## config.mk

```make
export PLATFORM = sky130hd
export DESIGN_NAME = adc_conversion_control
export DESIGN_NICKNAME = d
export VERILOG_FILES = /design/src/rtl/adc_ctrl_pkg.sv /design/src/rtl/adc_conversion_control.sv
export VERILOG_INCLUDE_DIRS = /design/src /design/src/rtl
export SDC_FILE = /design/constraint.sdc
export NUM_CORES = 1
export LEC_CHECK = 0
export BUFFER_PORTS_ARGS = -buffer_cell sky130_fd_sc_hd__buf_2
export CELL_PAD_IN_SITES_DETAIL_PLACEMENT = 1
export CELL_PAD_IN_SITES_GLOBAL_PLACEMENT = 2
export CORE_MARGIN = 3
export CORE_UTILIZATION = 31
export DETAILED_ROUTE_END_ITERATION = 8
export PLACE_DENSITY_LB_ADDON = 0.15
export SLEW_MARGIN = 20
export SYNTH_ARGS = -nofsm -noshare
export SYNTH_HDL_FRONTEND = slang
export SYNTH_SLANG_ARGS = --single-unit
```

## constraint.sdc

```tcl
create_clock -name mclk -period 3.4 [get_ports mclk]
set_input_delay 0.34 -clock mclk [delete_from_list [all_inputs] [get_ports mclk]]
set_output_delay 0.34 -clock mclk [all_outputs]
set_load 0.01 [all_outputs]
```

## src/rtl/adc_ctrl_params.svh

```systemverilog
`ifndef ADC_CTRL_PARAMS_SVH
`define ADC_CTRL_PARAMS_SVH

// APB register byte addresses
`define ADDR_PIN_SELECT   12'h000
`define ADDR_CONTROL_0    12'h004
`define ADDR_CONTROL_1    12'h008
`define ADDR_RESULT_LOW   12'h00C
`define ADDR_RESULT_HIGH  12'h010
`define ADDR_INT_STATUS   12'h014
`define ADDR_INT_MASK     12'h018
`define ADDR_PORT_CTRL    12'h01C

// Field positions, control 0
`define C0_CHAN0_BIT      0
`define C0_CHAN1_BIT      1
`define C0_POWER_OFF_BIT  6
`define C0_START_BIT      7
`define C0_PENDING_BIT    5
// Field positions, control 1
`define C1_DIV_LSB        0
`define C1_REF_BIT        3
`define C1_CHAN_HIGH_BIT  7
// Interrupt status / mask bits
`define INT_ADC_BIT       0
`define MASK_GLOBAL_BIT   1

// Reset values
`define PIN_SELECT_RST    4'hF
`define CONTROL_0_RST     8'h40
`define CONTROL_1_RST     8'h00
`define PORT_DIR_RST      4'hF

// Timing and result mask
`define CONV_CLK_PERIODS  5'd16
`define DIV_CODE_UNDEF    3'h7
`define RESULT_FULL_SCALE 12'hFFF

`endif

```

## src/rtl/adc_ctrl_pkg.sv

```systemverilog
package adc_ctrl_pkg;
   typedef enum logic [1:0] {
      SEQ_IDLE,
      SEQ_HELD,
      SEQ_CONVERT
   } seq_state_t;

   typedef struct packed {
      logic [2:0] divider;
      logic       ref_ext;
      logic       chan_high;
   } ctrl1_t;

   typedef struct packed {
      logic       start;
      logic       power_off;
      logic [1:0] chan_low;
   } ctrl0_t;

   typedef struct packed {
      logic [3:0] analog_en;
      logic [3:0] dir_eff;
      logic [3:0] pullup_eff;
   } pin_cfg_t;
endpackage : adc_ctrl_pkg

```

## src/rtl/adc_conversion_control.sv

```systemverilog
// Design decisions made here: the APB slave port and the placing of the registers.
`include "adc_ctrl_params.svh"
`timescale 1ns/1ps
`default_nettype none

module adc_conversion_control (
   input  wire logic        mclk,
   input  wire logic        rst_b,
   input  wire logic        psel,
   input  wire logic        penable,
   input  wire logic        pwrite,
   input  wire logic [11:0] paddr,
   input  wire logic [31:0] pwdata,
   output logic      [31:0] prdata,
   output logic             pready,
   output logic             pslverr,
   input  wire logic [11:0] sar_data,
   input  wire logic [3:0]  pullup_req,
   output logic      [3:0]  analog_pin_enable,
   output logic      [3:0]  port_a_direction,
   output logic      [3:0]  pullup_enable,
   output logic      [2:0]  analog_channel_sel,
   output logic             ref_source_select,
   output logic             adc_power_off,
   output logic             converter_reset,
   output logic             sample_strobe,
   output logic             adc_irq
);

   // ----------------------------------------------------------------
   // Register state
   // ----------------------------------------------------------------
   logic [3:0]  pin_sel_r;
   logic [3:0]  port_dir_r;
   adc_ctrl_pkg::ctrl0_t c0_r;
   adc_ctrl_pkg::ctrl1_t c1_r;
   logic [11:0] result_r;
   logic        pending_r;
   logic        int_flag_r;
   logic [1:0]  mask_r;
   logic        start_d_r;
   adc_ctrl_pkg::seq_state_t state_r;
   adc_ctrl_pkg::seq_state_t state_nxt;
   logic [6:0]  div_cnt_r;
   logic [4:0]  per_cnt_r;
   logic [31:0] prdata_r;
   logic        pready_r;
   logic        pslverr_r;
   adc_ctrl_pkg::pin_cfg_t pin_r;
   logic        irq_r;
   logic        strobe_r;

   // ----------------------------------------------------------------
   // Helpers
   // ----------------------------------------------------------------
   function automatic logic [6:0] div_limit(input logic [2:0] code);
      // Terminal count for /2^code; undefined code treated as /64
      if (code == `DIV_CODE_UNDEF)
         div_limit = 7'h3F;
      else
         div_limit = 7'((7'h01 << code) - 7'h01);
   endfunction : div_limit

   function automatic logic hit(input logic [11:0] a, input logic [11:0] r);
      hit = (a == r);
   endfunction : hit

   // ----------------------------------------------------------------
   // APB decode
   // ----------------------------------------------------------------
   wire access   = psel && penable && !pready_r;
   wire wr       = access && pwrite;
   wire rd       = access && !pwrite;
   wire wr_pin   = wr && hit(paddr, `ADDR_PIN_SELECT);
   wire wr_c0    = wr && hit(paddr, `ADDR_CONTROL_0);
   wire wr_c1    = wr && hit(paddr, `ADDR_CONTROL_1);
   wire wr_ist   = wr && hit(paddr, `ADDR_INT_STATUS);
   wire wr_msk   = wr && hit(paddr, `ADDR_INT_MASK);
   wire wr_dir   = wr && hit(paddr, `ADDR_PORT_CTRL);
   wire mapped   = hit(paddr, `ADDR_PIN_SELECT) ||
                   hit(paddr, `ADDR_CONTROL_0) ||
                   hit(paddr, `ADDR_CONTROL_1) ||
                   hit(paddr, `ADDR_RESULT_LOW) ||
                   hit(paddr, `ADDR_RESULT_HIGH) ||
                   hit(paddr, `ADDR_INT_STATUS) ||
                   hit(paddr, `ADDR_INT_MASK) ||
                   hit(paddr, `ADDR_PORT_CTRL);

   wire [7:0] c0_rd = {c0_r.start, c0_r.power_off, pending_r, 3'h0,
                       c0_r.chan_low};
   wire [7:0] c1_rd = {c1_r.chan_high, 3'h0, c1_r.ref_ext, c1_r.divider};

   wire [31:0] rd_mux =
      hit(paddr, `ADDR_PIN_SELECT)  ? {28'h000_0000, pin_sel_r} :
      hit(paddr, `ADDR_CONTROL_0)   ? {24'h00_0000, c0_rd} :
      hit(paddr, `ADDR_CONTROL_1)   ? {24'h00_0000, c1_rd} :
      hit(paddr, `ADDR_RESULT_LOW)  ? {24'h00_0000, result_r[7:0]} :
      hit(paddr, `ADDR_RESULT_HIGH) ? {28'h000_0000, result_r[11:8]} :
      hit(paddr, `ADDR_INT_STATUS)  ? {31'h0000_0000, int_flag_r} :
      hit(paddr, `ADDR_INT_MASK)    ? {30'h0000_0000, mask_r} :
      hit(paddr, `ADDR_PORT_CTRL)   ? {28'h000_0000, port_dir_r} :
                                      32'h0000_0000;

   // ----------------------------------------------------------------
   // Sequencer decode
   // ----------------------------------------------------------------
   wire [7:0] c0_wdata  = pwdata[7:0];
   wire       start_now = wr_c0 ? c0_wdata[`C0_START_BIT] : c0_r.start;
   wire       power_now = wr_c0 ? c0_wdata[`C0_POWER_OFF_BIT]
                                : c0_r.power_off;
   wire       start_fall = start_d_r && !c0_r.start;
   wire       div_tick  = (div_cnt_r == div_limit(c1_r.divider));
   wire       conv_done = (state_r == adc_ctrl_pkg::SEQ_CONVERT) &&
                          div_tick &&
                          (per_cnt_r == `CONV_CLK_PERIODS - 5'd1);
   // A start rewritten high in the last period discards that conversion
   wire       done_ok   = conv_done && !c0_r.power_off && !c0_r.start;

   always_comb begin
      state_nxt = state_r;
      unique case (state_r)
         adc_ctrl_pkg::SEQ_IDLE:
            if (!c0_r.power_off && c0_r.start)
               state_nxt = adc_ctrl_pkg::SEQ_HELD;
         adc_ctrl_pkg::SEQ_HELD:
            if (c0_r.power_off)
               state_nxt = adc_ctrl_pkg::SEQ_IDLE;
            else if (start_fall)
               state_nxt = adc_ctrl_pkg::SEQ_CONVERT;
         adc_ctrl_pkg::SEQ_CONVERT:
            if (c0_r.power_off)
               state_nxt = adc_ctrl_pkg::SEQ_IDLE;
            else if (c0_r.start)
               state_nxt = adc_ctrl_pkg::SEQ_HELD;
            else if (conv_done)
               state_nxt = adc_ctrl_pkg::SEQ_IDLE;
      endcase
   end

   // ----------------------------------------------------------------
   // APB slave, one wait state
   // ----------------------------------------------------------------
   always_ff @(posedge mclk) begin
      if (!rst_b) begin
         pready_r  <= 1'b0;
         pslverr_r <= 1'b0;
         prdata_r  <= 32'h0000_0000;
      end else begin
         pready_r  <= psel && penable && !pready_r;
         pslverr_r <= access && !mapped;
         prdata_r  <= rd ? rd_mux : 32'h0000_0000;
      end
   end

   // ----------------------------------------------------------------
   // Control registers
   // ----------------------------------------------------------------
   always_ff @(posedge mclk) begin
      if (!rst_b) begin
         pin_sel_r  <= `PIN_SELECT_RST;
         port_dir_r <= `PORT_DIR_RST;
         c0_r       <= adc_ctrl_pkg::ctrl0_t'(`CONTROL_0_RST >> 4);
         c1_r       <= adc_ctrl_pkg::ctrl1_t'(5'h00);
         mask_r     <= 2'h0;
      end else begin
         if (wr_pin)
            pin_sel_r <= pwdata[3:0];
         if (wr_dir)
            port_dir_r <= pwdata[3:0];
         if (wr_c0) begin
            c0_r.start     <= c0_wdata[`C0_START_BIT];
            c0_r.power_off <= c0_wdata[`C0_POWER_OFF_BIT];
            c0_r.chan_low  <= {c0_wdata[`C0_CHAN1_BIT],
                               c0_wdata[`C0_CHAN0_BIT]};
         end
         if (wr_c1) begin
            c1_r.divider   <= pwdata[`C1_DIV_LSB +: 3];
            c1_r.ref_ext   <= pwdata[`C1_REF_BIT];
            c1_r.chan_high <= pwdata[`C1_CHAN_HIGH_BIT];
         end
         if (wr_msk)
            mask_r <= pwdata[1:0];
      end
   end

   // ----------------------------------------------------------------
   // Conversion sequencer
   // ----------------------------------------------------------------
   always_ff @(posedge mclk) begin
      if (!rst_b) begin
         state_r   <= adc_ctrl_pkg::SEQ_IDLE;
         start_d_r <= 1'b0;
         div_cnt_r <= 7'h00;
         per_cnt_r <= 5'h00;
      end else begin
         state_r   <= state_nxt;
         start_d_r <= c0_r.start;
         if (state_r != adc_ctrl_pkg::SEQ_CONVERT || div_tick)
            div_cnt_r <= 7'h00;
         else
            div_cnt_r <= div_cnt_r + 7'h01;
         if (state_r != adc_ctrl_pkg::SEQ_CONVERT)
            per_cnt_r <= 5'h00;
         else if (div_tick)
            per_cnt_r <= per_cnt_r + 5'h01;
      end
   end

   // Pending, result and flag; hardware set wins over software clear
   always_ff @(posedge mclk) begin
      if (!rst_b) begin
         pending_r  <= 1'b0;
         result_r   <= 12'h000;
         int_flag_r <= 1'b0;
      end else begin
         if (!c0_r.power_off && c0_r.start)
            pending_r <= 1'b1;
         else if (done_ok)
            pending_r <= 1'b0;
         if (done_ok)
            result_r <= sar_data & `RESULT_FULL_SCALE;
         if (done_ok)
            int_flag_r <= 1'b1;
         else if (wr_ist && pwdata[`INT_ADC_BIT])
            int_flag_r <= 1'b0;
      end
   end

   // ----------------------------------------------------------------
   // Pin and converter outputs
   // ----------------------------------------------------------------
   wire [3:0] dir_eff = port_dir_r | pin_sel_r;
   wire [3:0] pu_eff  = pullup_req & ~pin_sel_r;
   wire irq_nxt = int_flag_r && mask_r[`INT_ADC_BIT] &&
                  mask_r[`MASK_GLOBAL_BIT];

   always_ff @(posedge mclk) begin
      if (!rst_b) begin
         pin_r    <= '{analog_en: `PIN_SELECT_RST, dir_eff: `PORT_DIR_RST,
                       pullup_eff: 4'h0};
         irq_r    <= 1'b0;
         strobe_r <= 1'b0;
      end else begin
         pin_r    <= '{analog_en: pin_sel_r, dir_eff: dir_eff,
                       pullup_eff: pu_eff};
         irq_r    <= irq_nxt;
         strobe_r <= div_tick && (state_r == adc_ctrl_pkg::SEQ_CONVERT);
      end
   end

   always_ff @(posedge mclk) begin
      if (!rst_b) begin
         analog_channel_sel <= 3'h0;
         ref_source_select  <= 1'b0;
         adc_power_off      <= 1'b1;
         converter_reset    <= 1'b0;
      end else begin
         analog_channel_sel <= {c1_r.chan_high, c0_r.chan_low};
         ref_source_select  <= c1_r.ref_ext;
         adc_power_off      <= power_now;
         converter_reset    <= start_now && !power_now;
      end
   end

   assign prdata            = prdata_r;
   assign pready            = pready_r;
   assign pslverr           = pslverr_r;
   assign analog_pin_enable = pin_r.analog_en;
   assign port_a_direction  = pin_r.dir_eff;
   assign pullup_enable     = pin_r.pullup_eff;
   assign sample_strobe     = strobe_r;
   assign adc_irq           = irq_r;

   // ----------------------------------------------------------------
   // Checks
   // ----------------------------------------------------------------
   chk_done_clears_pending: assert property (
      @(posedge mclk) disable iff (!rst_b)
      done_ok |=> !pending_r && int_flag_r)
      else $error("pending or flag wrong after conversion end");
   chk_held_pending: assert property (
      @(posedge mclk) disable iff (!rst_b)
      (c0_r.start && !c0_r.power_off) |=> pending_r)
      else $error("pending not set while start held");
   chk_off_ignores: assert property (
      @(posedge mclk) disable iff (!rst_b)
      c0_r.power_off |=> $stable(result_r))
      else $error("result changed while powered off");
   chk_result_hold: assert property (
      @(posedge mclk) disable iff (!rst_b)
      !done_ok |=> $stable(result_r))
      else $error("result changed without conversion end");
   chk_irq_gating: assert property (
      @(posedge mclk) disable iff (!rst_b)
      adc_irq |-> $past(int_flag_r) && $past(mask_r) == 2'h3)
      else $error("interrupt without both enables");
   chk_pullup_off: assert property (
      @(posedge mclk) disable iff (!rst_b)
      ##1 (pullup_enable & $past(pin_sel_r)) == 4'h0)
      else $error("pull-high on analog pin");
   chk_dir_override: assert property (
      @(posedge mclk) disable iff (!rst_b)
      ##1 (port_a_direction & $past(pin_sel_r)) == $past(pin_sel_r))
      else $error("analog pin not forced to input");
   chk_conv_length: assert property (
      @(posedge mclk) disable iff (!rst_b)
      ($rose(state_r == adc_ctrl_pkg::SEQ_CONVERT) && c1_r.divider == 3'h0
       && !c0_r.start && !c0_r.power_off && !wr_c0) |->
      ##15 conv_done)
      else $error("conversion length not sixteen clocks");
   chk_reset_pins: assert property (
      @(posedge mclk)
      $rose(rst_b) |-> analog_pin_enable == `PIN_SELECT_RST)
      else $error("pins not analog after reset");
   chk_flag_sticky: assert property (
      @(posedge mclk) disable iff (!rst_b)
      int_flag_r && !(wr_ist && pwdata[`INT_ADC_BIT]) |=> int_flag_r)
      else $error("flag lost without software clear");
   chk_pending_source: assert property (
      @(posedge mclk) disable iff (!rst_b)
      $fell(pending_r) |-> $past(done_ok))
      else $error("pending dropped without conversion end");
   chk_strobe_in_conv: assert property (
      @(posedge mclk) disable iff (!rst_b)
      sample_strobe |-> $past(state_r == adc_ctrl_pkg::SEQ_CONVERT))
      else $error("converter clock outside conversion");
   chk_off_idle: assert property (
      @(posedge mclk) disable iff (!rst_b)
      c0_r.power_off |=> state_r == adc_ctrl_pkg::SEQ_IDLE)
      else $error("sequencer active while powered off");

endmodule : adc_conversion_control

`default_nettype wire

```

# After elaboration in Yosys (flattened, before gate mapping)
# Cells that the tools add are included.
[word_totals]
out_inout_bits = 54
input_bits = 65
regBits = 102
wordCells = 124
[classes]
n_reduce_logical = 46
bitwise_logic = 5
n_mux = 22
eq_ne = 16
n_shift = 1
n_addsub = 3
[ops]
columns = ["op", "count"]
rows = [
  ["$eq A12 B5 Y1 const B", 4],
  ["$eq A12 B4 Y1 const B", 2],
  ["$mux W8", 3],
  ["$logic_and A1 B1 Y1", 21],
  ["$mux W4", 5],
  ["$eq A12 B3 Y1 const B", 1],
  ["$logic_not A12 Y1", 1],
  ["$mux W2", 6],
  ["$reduce_or A9 Y1", 1],
  ["$logic_or A1 B1 Y1", 8],
  ["$add A7 B1 Y7 const B", 1],
  ["$eq A7 B7 Y1", 1],
  ["$mux W7", 1],
  ["$shl A1 B3 Y7 const A", 1],
  ["$sub A7 B1 Y7 const B", 1],
  ["$logic_not A1 Y1", 6],
  ["$mux W1", 6],
  ["$pmux W2 S3", 1],
  ["$add A5 B1 Y5 const B", 1],
  ["$eq A5 B4 Y1 const B", 1],
  ["$reduce_or A5 Y1", 1],
  ["$and A4 B4 Y4", 1],
  ["$ne A2 B2 Y1 const B", 2],
  ["$ne A4 B4 Y1 const B", 1],
  ["13 further kinds", 16],
]

# Logic depth before layout (Yosys ltp)
[depth]
ltp_word = 10
depth_mapped = 8
mapped_depth_nobuf = 6

# Worst setup path after synthesis
# Ideal clock, no wire load.
[synth_path]
path_type = "input to register"
startpoint = "in paddr[1]"
endpoint = "reg converter_reset"
path_stages = 6
t_arrival_ns = 1.911
required_time_ns = 3.330
slack_ns = 1.419
path_cell_list = "nor3_1 nand4_2 or3b_1 buf_2 or3b_1 a21oi_1"
[synth_between]
elab_chain_len = 5
[synth_lines]
columns = ["element", "line_no", "rtl"]
rows = [
  ["start, declared", "adc_conversion_control.sv:12", "input wire logic [11:0] paddr,"],
  ["$eq A12 B3 Y1 (*)", "adc_conversion_control.sv:65", "hit = (a == r);"],
  ["$logic_and A1 B1 Y1 (*)", "adc_conversion_control.sv:75", "wire wr_c0 = wr && hit(paddr, `ADDR_CONTROL_0);"],
  ["$mux W1", "adc_conversion_control.sv:109", "wire power_now = wr_c0 ? c0_wdata[`C0_POWER_OFF_BIT]"],
  ["$logic_not A1 Y1", "adc_conversion_control.sv:261", "converter_reset <= start_now && !power_now;"],
  ["$logic_and A1 B1 Y1 (*)", "adc_conversion_control.sv:261", ""],
  ["end signal, assigned", "adc_conversion_control.sv:261", ""],
  ["end, declared", "adc_conversion_control.sv:25", "output logic converter_reset,"],
]
# Mark *: on every way between the ends. The rest lies on a longest branch, timed or not.
# A chain may end at the register's enable or synchronous reset.

# Worst setup path in the final report
[layout_path]
startpoint = "reg div_cnt_r[0]"
endpoint = "reg pending_r"
[layout_between]
elab_chain_len = 6
[layout_lines]
columns = ["element", "line_no", "rtl"]
rows = [
  ["start, declared", "adc_conversion_control.sv:44", "logic [6:0] div_cnt_r;"],
  ["start signal, assigned", "adc_conversion_control.sv:201", "div_cnt_r <= div_cnt_r + 7'h01;"],
  ["$eq A7 B7 Y1", "adc_conversion_control.sv:112", "wire div_tick = (div_cnt_r == div_limit(c1_r.divider));"],
  ["$logic_and A1 B1 Y1 (2 in series)", "adc_conversion_control.sv:113", "wire conv_done = (state_r == adc_ctrl_pkg::SEQ_CONVERT) &&"],
  ["$logic_and A1 B1 Y1 (2 in series)", "adc_conversion_control.sv:117", "wire done_ok = conv_done && !c0_r.power_off && !c0_r.start;"],
  ["$reduce_bool A2 Y1 (no source line)", "--", ""],
  ["end signal, assigned", "adc_conversion_control.sv:212", "pending_r <= 1'b0;"],
  ["end signal, assigned", "adc_conversion_control.sv:217", "pending_r <= 1'b1;"],
  ["end signal, assigned", "adc_conversion_control.sv:219", "pending_r <= 1'b0;"],
  ["end, declared", "adc_conversion_control.sv:38", "logic pending_r;"],
]
# No other way between the ends.

==> results by group <==
Layout
  – Fill cells: 1278
  – Area of the multi-input gates: 1600 um2
  – Area Overhead vs Synth: 15.8%
  – Number of diodes: 0
  – Ratio of cells with drive above 1 in the final layout: 22.8%
  – Sequential cell area: 1560 um2
  – Nets: 492
  – Post-route cell area: 3920 um2

Critical path
  – Classification of the worst setup path: flip-flop to flip-flop
  – Worst EP arrival: 2490 ps
  – R2R setup slack: 1150 ps
  – Critical path peak fanout: 14
  – CP Capture Type: flip-flop
  – Startpoint class of the critical path: flip-flop
  – Critical Path RT: 3650 ps

Floorplan
  – Die area: 12200 um2
  – Ports: 119
  – Row count: 37
  – Initial Util: 32.3%
  – Die Span Y: 110 um
  – Core area: 10500 um2
  – Chip width: 110 um

CTS
  – Postcts setup bufs: 0
  – Clk sinks: 78
  – Root buffer cell: clkbuf_8
  – Hold buffers post-CTS: 0
  – Post-CTS sizing: 0
  – Max Buffers Root-to-Sink: 2
  – CTS H-tree lvls: 3
  – Clock slew at reported path FFs: 80 ps
  – Worst skew pair latency: 350 ps
  – Num CTS Buffers: 9
  – TritonCTS clock tree: yes

Placement
  – Cell area after placement: 3720 um2
  – Number of port buffers: 68
  – Gpl congestion: 0.706
  – Dpl hpwl: 5830 um

Detailed routing
  – Post-Route WL: 7990 um
  – Via count: 2640
  – WL/cell: 14.1 um
  – DR iter-0 viols: 95
  – Post-route DRC violation count: 0
  – Drt pass-1 iters: 4
  – Antenna viol nets, final: 0
  – Vias per inst: 4.67

Global route
  – Initial antenna violation count: 0
  – First-pass GRT wire length: 13800 um
  – Global route overflow: 0
  – Total track usage: 13.7%
  – Vias in the first global route: 2701
  – Largest net degree at the start of global routing: 49

Outcome
  – Status: finished clean

Job
  – Total of max-cap violations: 0

Synth
  – Yosys reg bits: 78
  – Synth cell types: 55
  – Gate Count Post-Synth: 363
  – Ys async rst share: 0%
  – Number of enable flip-flop cells after synthesis: 0
  – Synth warn: 0
  – Avg Synthesized Cell Area: 9.32 um2
  – Cell area after synthesis: 3380 um2
  – Register area share after synthesis: 46.1%
  – Post-synth top flop: dfxtp_1

Timing
  – Worst slew pin tran: 752 ps
  – Final period util: 66.1%
  – RSZ-0062 raised after global routing: no
  – Setup TNS: 0 ps
  – Relative slew slack: 49.8%
  – Final Critical Period: 2250 ps
  – Max-slew violations: 0
  – Final setup fails: 0
  – Setup Skew: 7.19 ps
  – Hold Vio Cnt, Final: 0
  – Peak Freq: 445 MHz

Power and ir drop
  – Pleak: 1.72 nW
  – Clock power frac: 41.1%
  – Peak supply drop: 0.000155 V
  – Switching power: 0.402 mW
  – Sw frac: 23.6%
  – Comb pwr share: 5.3%
  – Power per cell area: 435 nW/um2
  – Int Pwr: 1.30 mW
  – Flop pwr share: 53.6%

Hold path
  – Hold Crit Class: input pin to flip-flop
power groups by stage:
stage | combinational [mW] | clock [mW] | sequential, mW
after floorplan | 0.0735 | 0 | 0.936
after global placement | 0.0908 | 0 | 0.935
after detailed placement | 0.0915 | 0 | 0.935
after CTS | 0.0916 | 0.735 | 0.914
after global routing | 0.102 | 0.775 | 0.914
final | 0.0898 | 0.701 | 0.914
stage by stage:
step	power [mW]	std cells	setup WS [ps]	util, %	hold slack, ps
after floorplan	1.01	386	1420	-	421
after global placement	1.03	549	1020	35.6	437
after detailed placement	1.03	549	1010	35.6	445
after CTS	1.74	565	1130	37.5	180
after global routing	1.79	565	1050	37.5	204
final	1.70	565	1150	37.5	197
layer usage:
layer | track usage (%) | part of all wire (%)
met1 | 18.2 | 47
met2 | 21.5 | 46
met3 | 3.23 | 5.0
met4 | 5.17 | 1.4
met5 | 0 | 0
kinds of logic (layout without fill, tap and decap cells):
logic type,count (synthesis),after routing,share of synthesized area [%]
and+or+nand+nor,143,143,22.0
DFF,78,78,46.1
buffers and inverters,52,95,9.17
AOI/OAI and AO/OA,42,42,7.84
muxes,37,37,11.9
xor gates and xnor gates,7,7,1.81
adders and majority gates,3,3,1.11
other,1,24,0.111
state kept, by name, summed over array words and instances, names as in the netlist, 3 cells and up:
register	flops
analog_pin_enable	4
pullup_enable	4
prdata	8
c1_r	5
port_a_direction	4
c0_r	4
analog_channel_sel	3
div_cnt_r	7
per_cnt_r	5
pin_sel_r	4
port_dir_r	4
result_r	12
layout by cell type, fill, tap and decap left out, types with 2 or more instances in the layout:
master	instances
clkinv_2	3
ha_1	3
conb_1	24
o21a_1	2
nor3_1	12
nand2b_1	6
xor2_1	5
or2_2	4
or3_1	2
mux2_2	2
nor4b_1	3
a21boi_0	2
buf_4	2
nand3b_1	2
nor2b_1	5
a21oi_1	14
nand4_1	2
nor3b_1	2
or4_1	3
buf_2	68
o31ai_1	4
nor2_1	27
o21ai_0	8
xnor2_1	2
mux2i_1	33
nand2_1	46
and4_1	2
nand3_1	12
dfxtp_1	78
and2_1	6
or3b_1	3
inv_1	9
clkbuf_8	10
synth_stat cells, types with 3 or more instances:
library cell	number	area share, %
inv_1	9	1.0
o21ai_0	8	1.2
nor3_1	12	1.8
a21oi_1	14	2.1
and2_1	6	1.1
ha_1	3	1.1
dfxtp_1	78	46
o31ai_1	4	0.89
xor2_1	5	1.3
or3b_1	3	0.78
nand3_1	12	1.8
nor4b_1	3	0.78
buf_4	24	5.3
clkbuf_1	15	1.7
or4_1	3	0.67
nor2b_1	5	0.92
nor2_1	27	3.0
nand2_1	46	5.1
or2_2	4	0.74
nand2b_1	6	1.1
mux2i_1	33	9.8
critical path, stage by stage (launching register included):
cell,delay (ps)
dfxtp_1,440
xor2_1,90
o31ai_1,280
a32oi_1,160
buf_4,200
or4_4,690
a22o_2,270
cell type report:
type                       instances  share of cell area (%)
sequential                        78                    39.8
clock buffer                      10                    3.51
multi-input combinational        256                    40.8
clock inverter                     6                    1.56
tap                              136                    4.34
timing repair buffer              70                    9.07
inverter                           9                   0.862
final timing paths:
| path | startpoint | endpoint | depth (start not counted) |
|---|---|---|---|
| worst max register to register | div_cnt_r[0] | pending_r | 6 |
| worst max-delay path | div_cnt_r[0] | pending_r | 6 |
| worst min-delay path | pullup_req[0] | pullup_enable[0] | 3 |
| worst min register to register | result_r[4] | prdata[4] | 2 |
(Power assumes the default switching activity.)
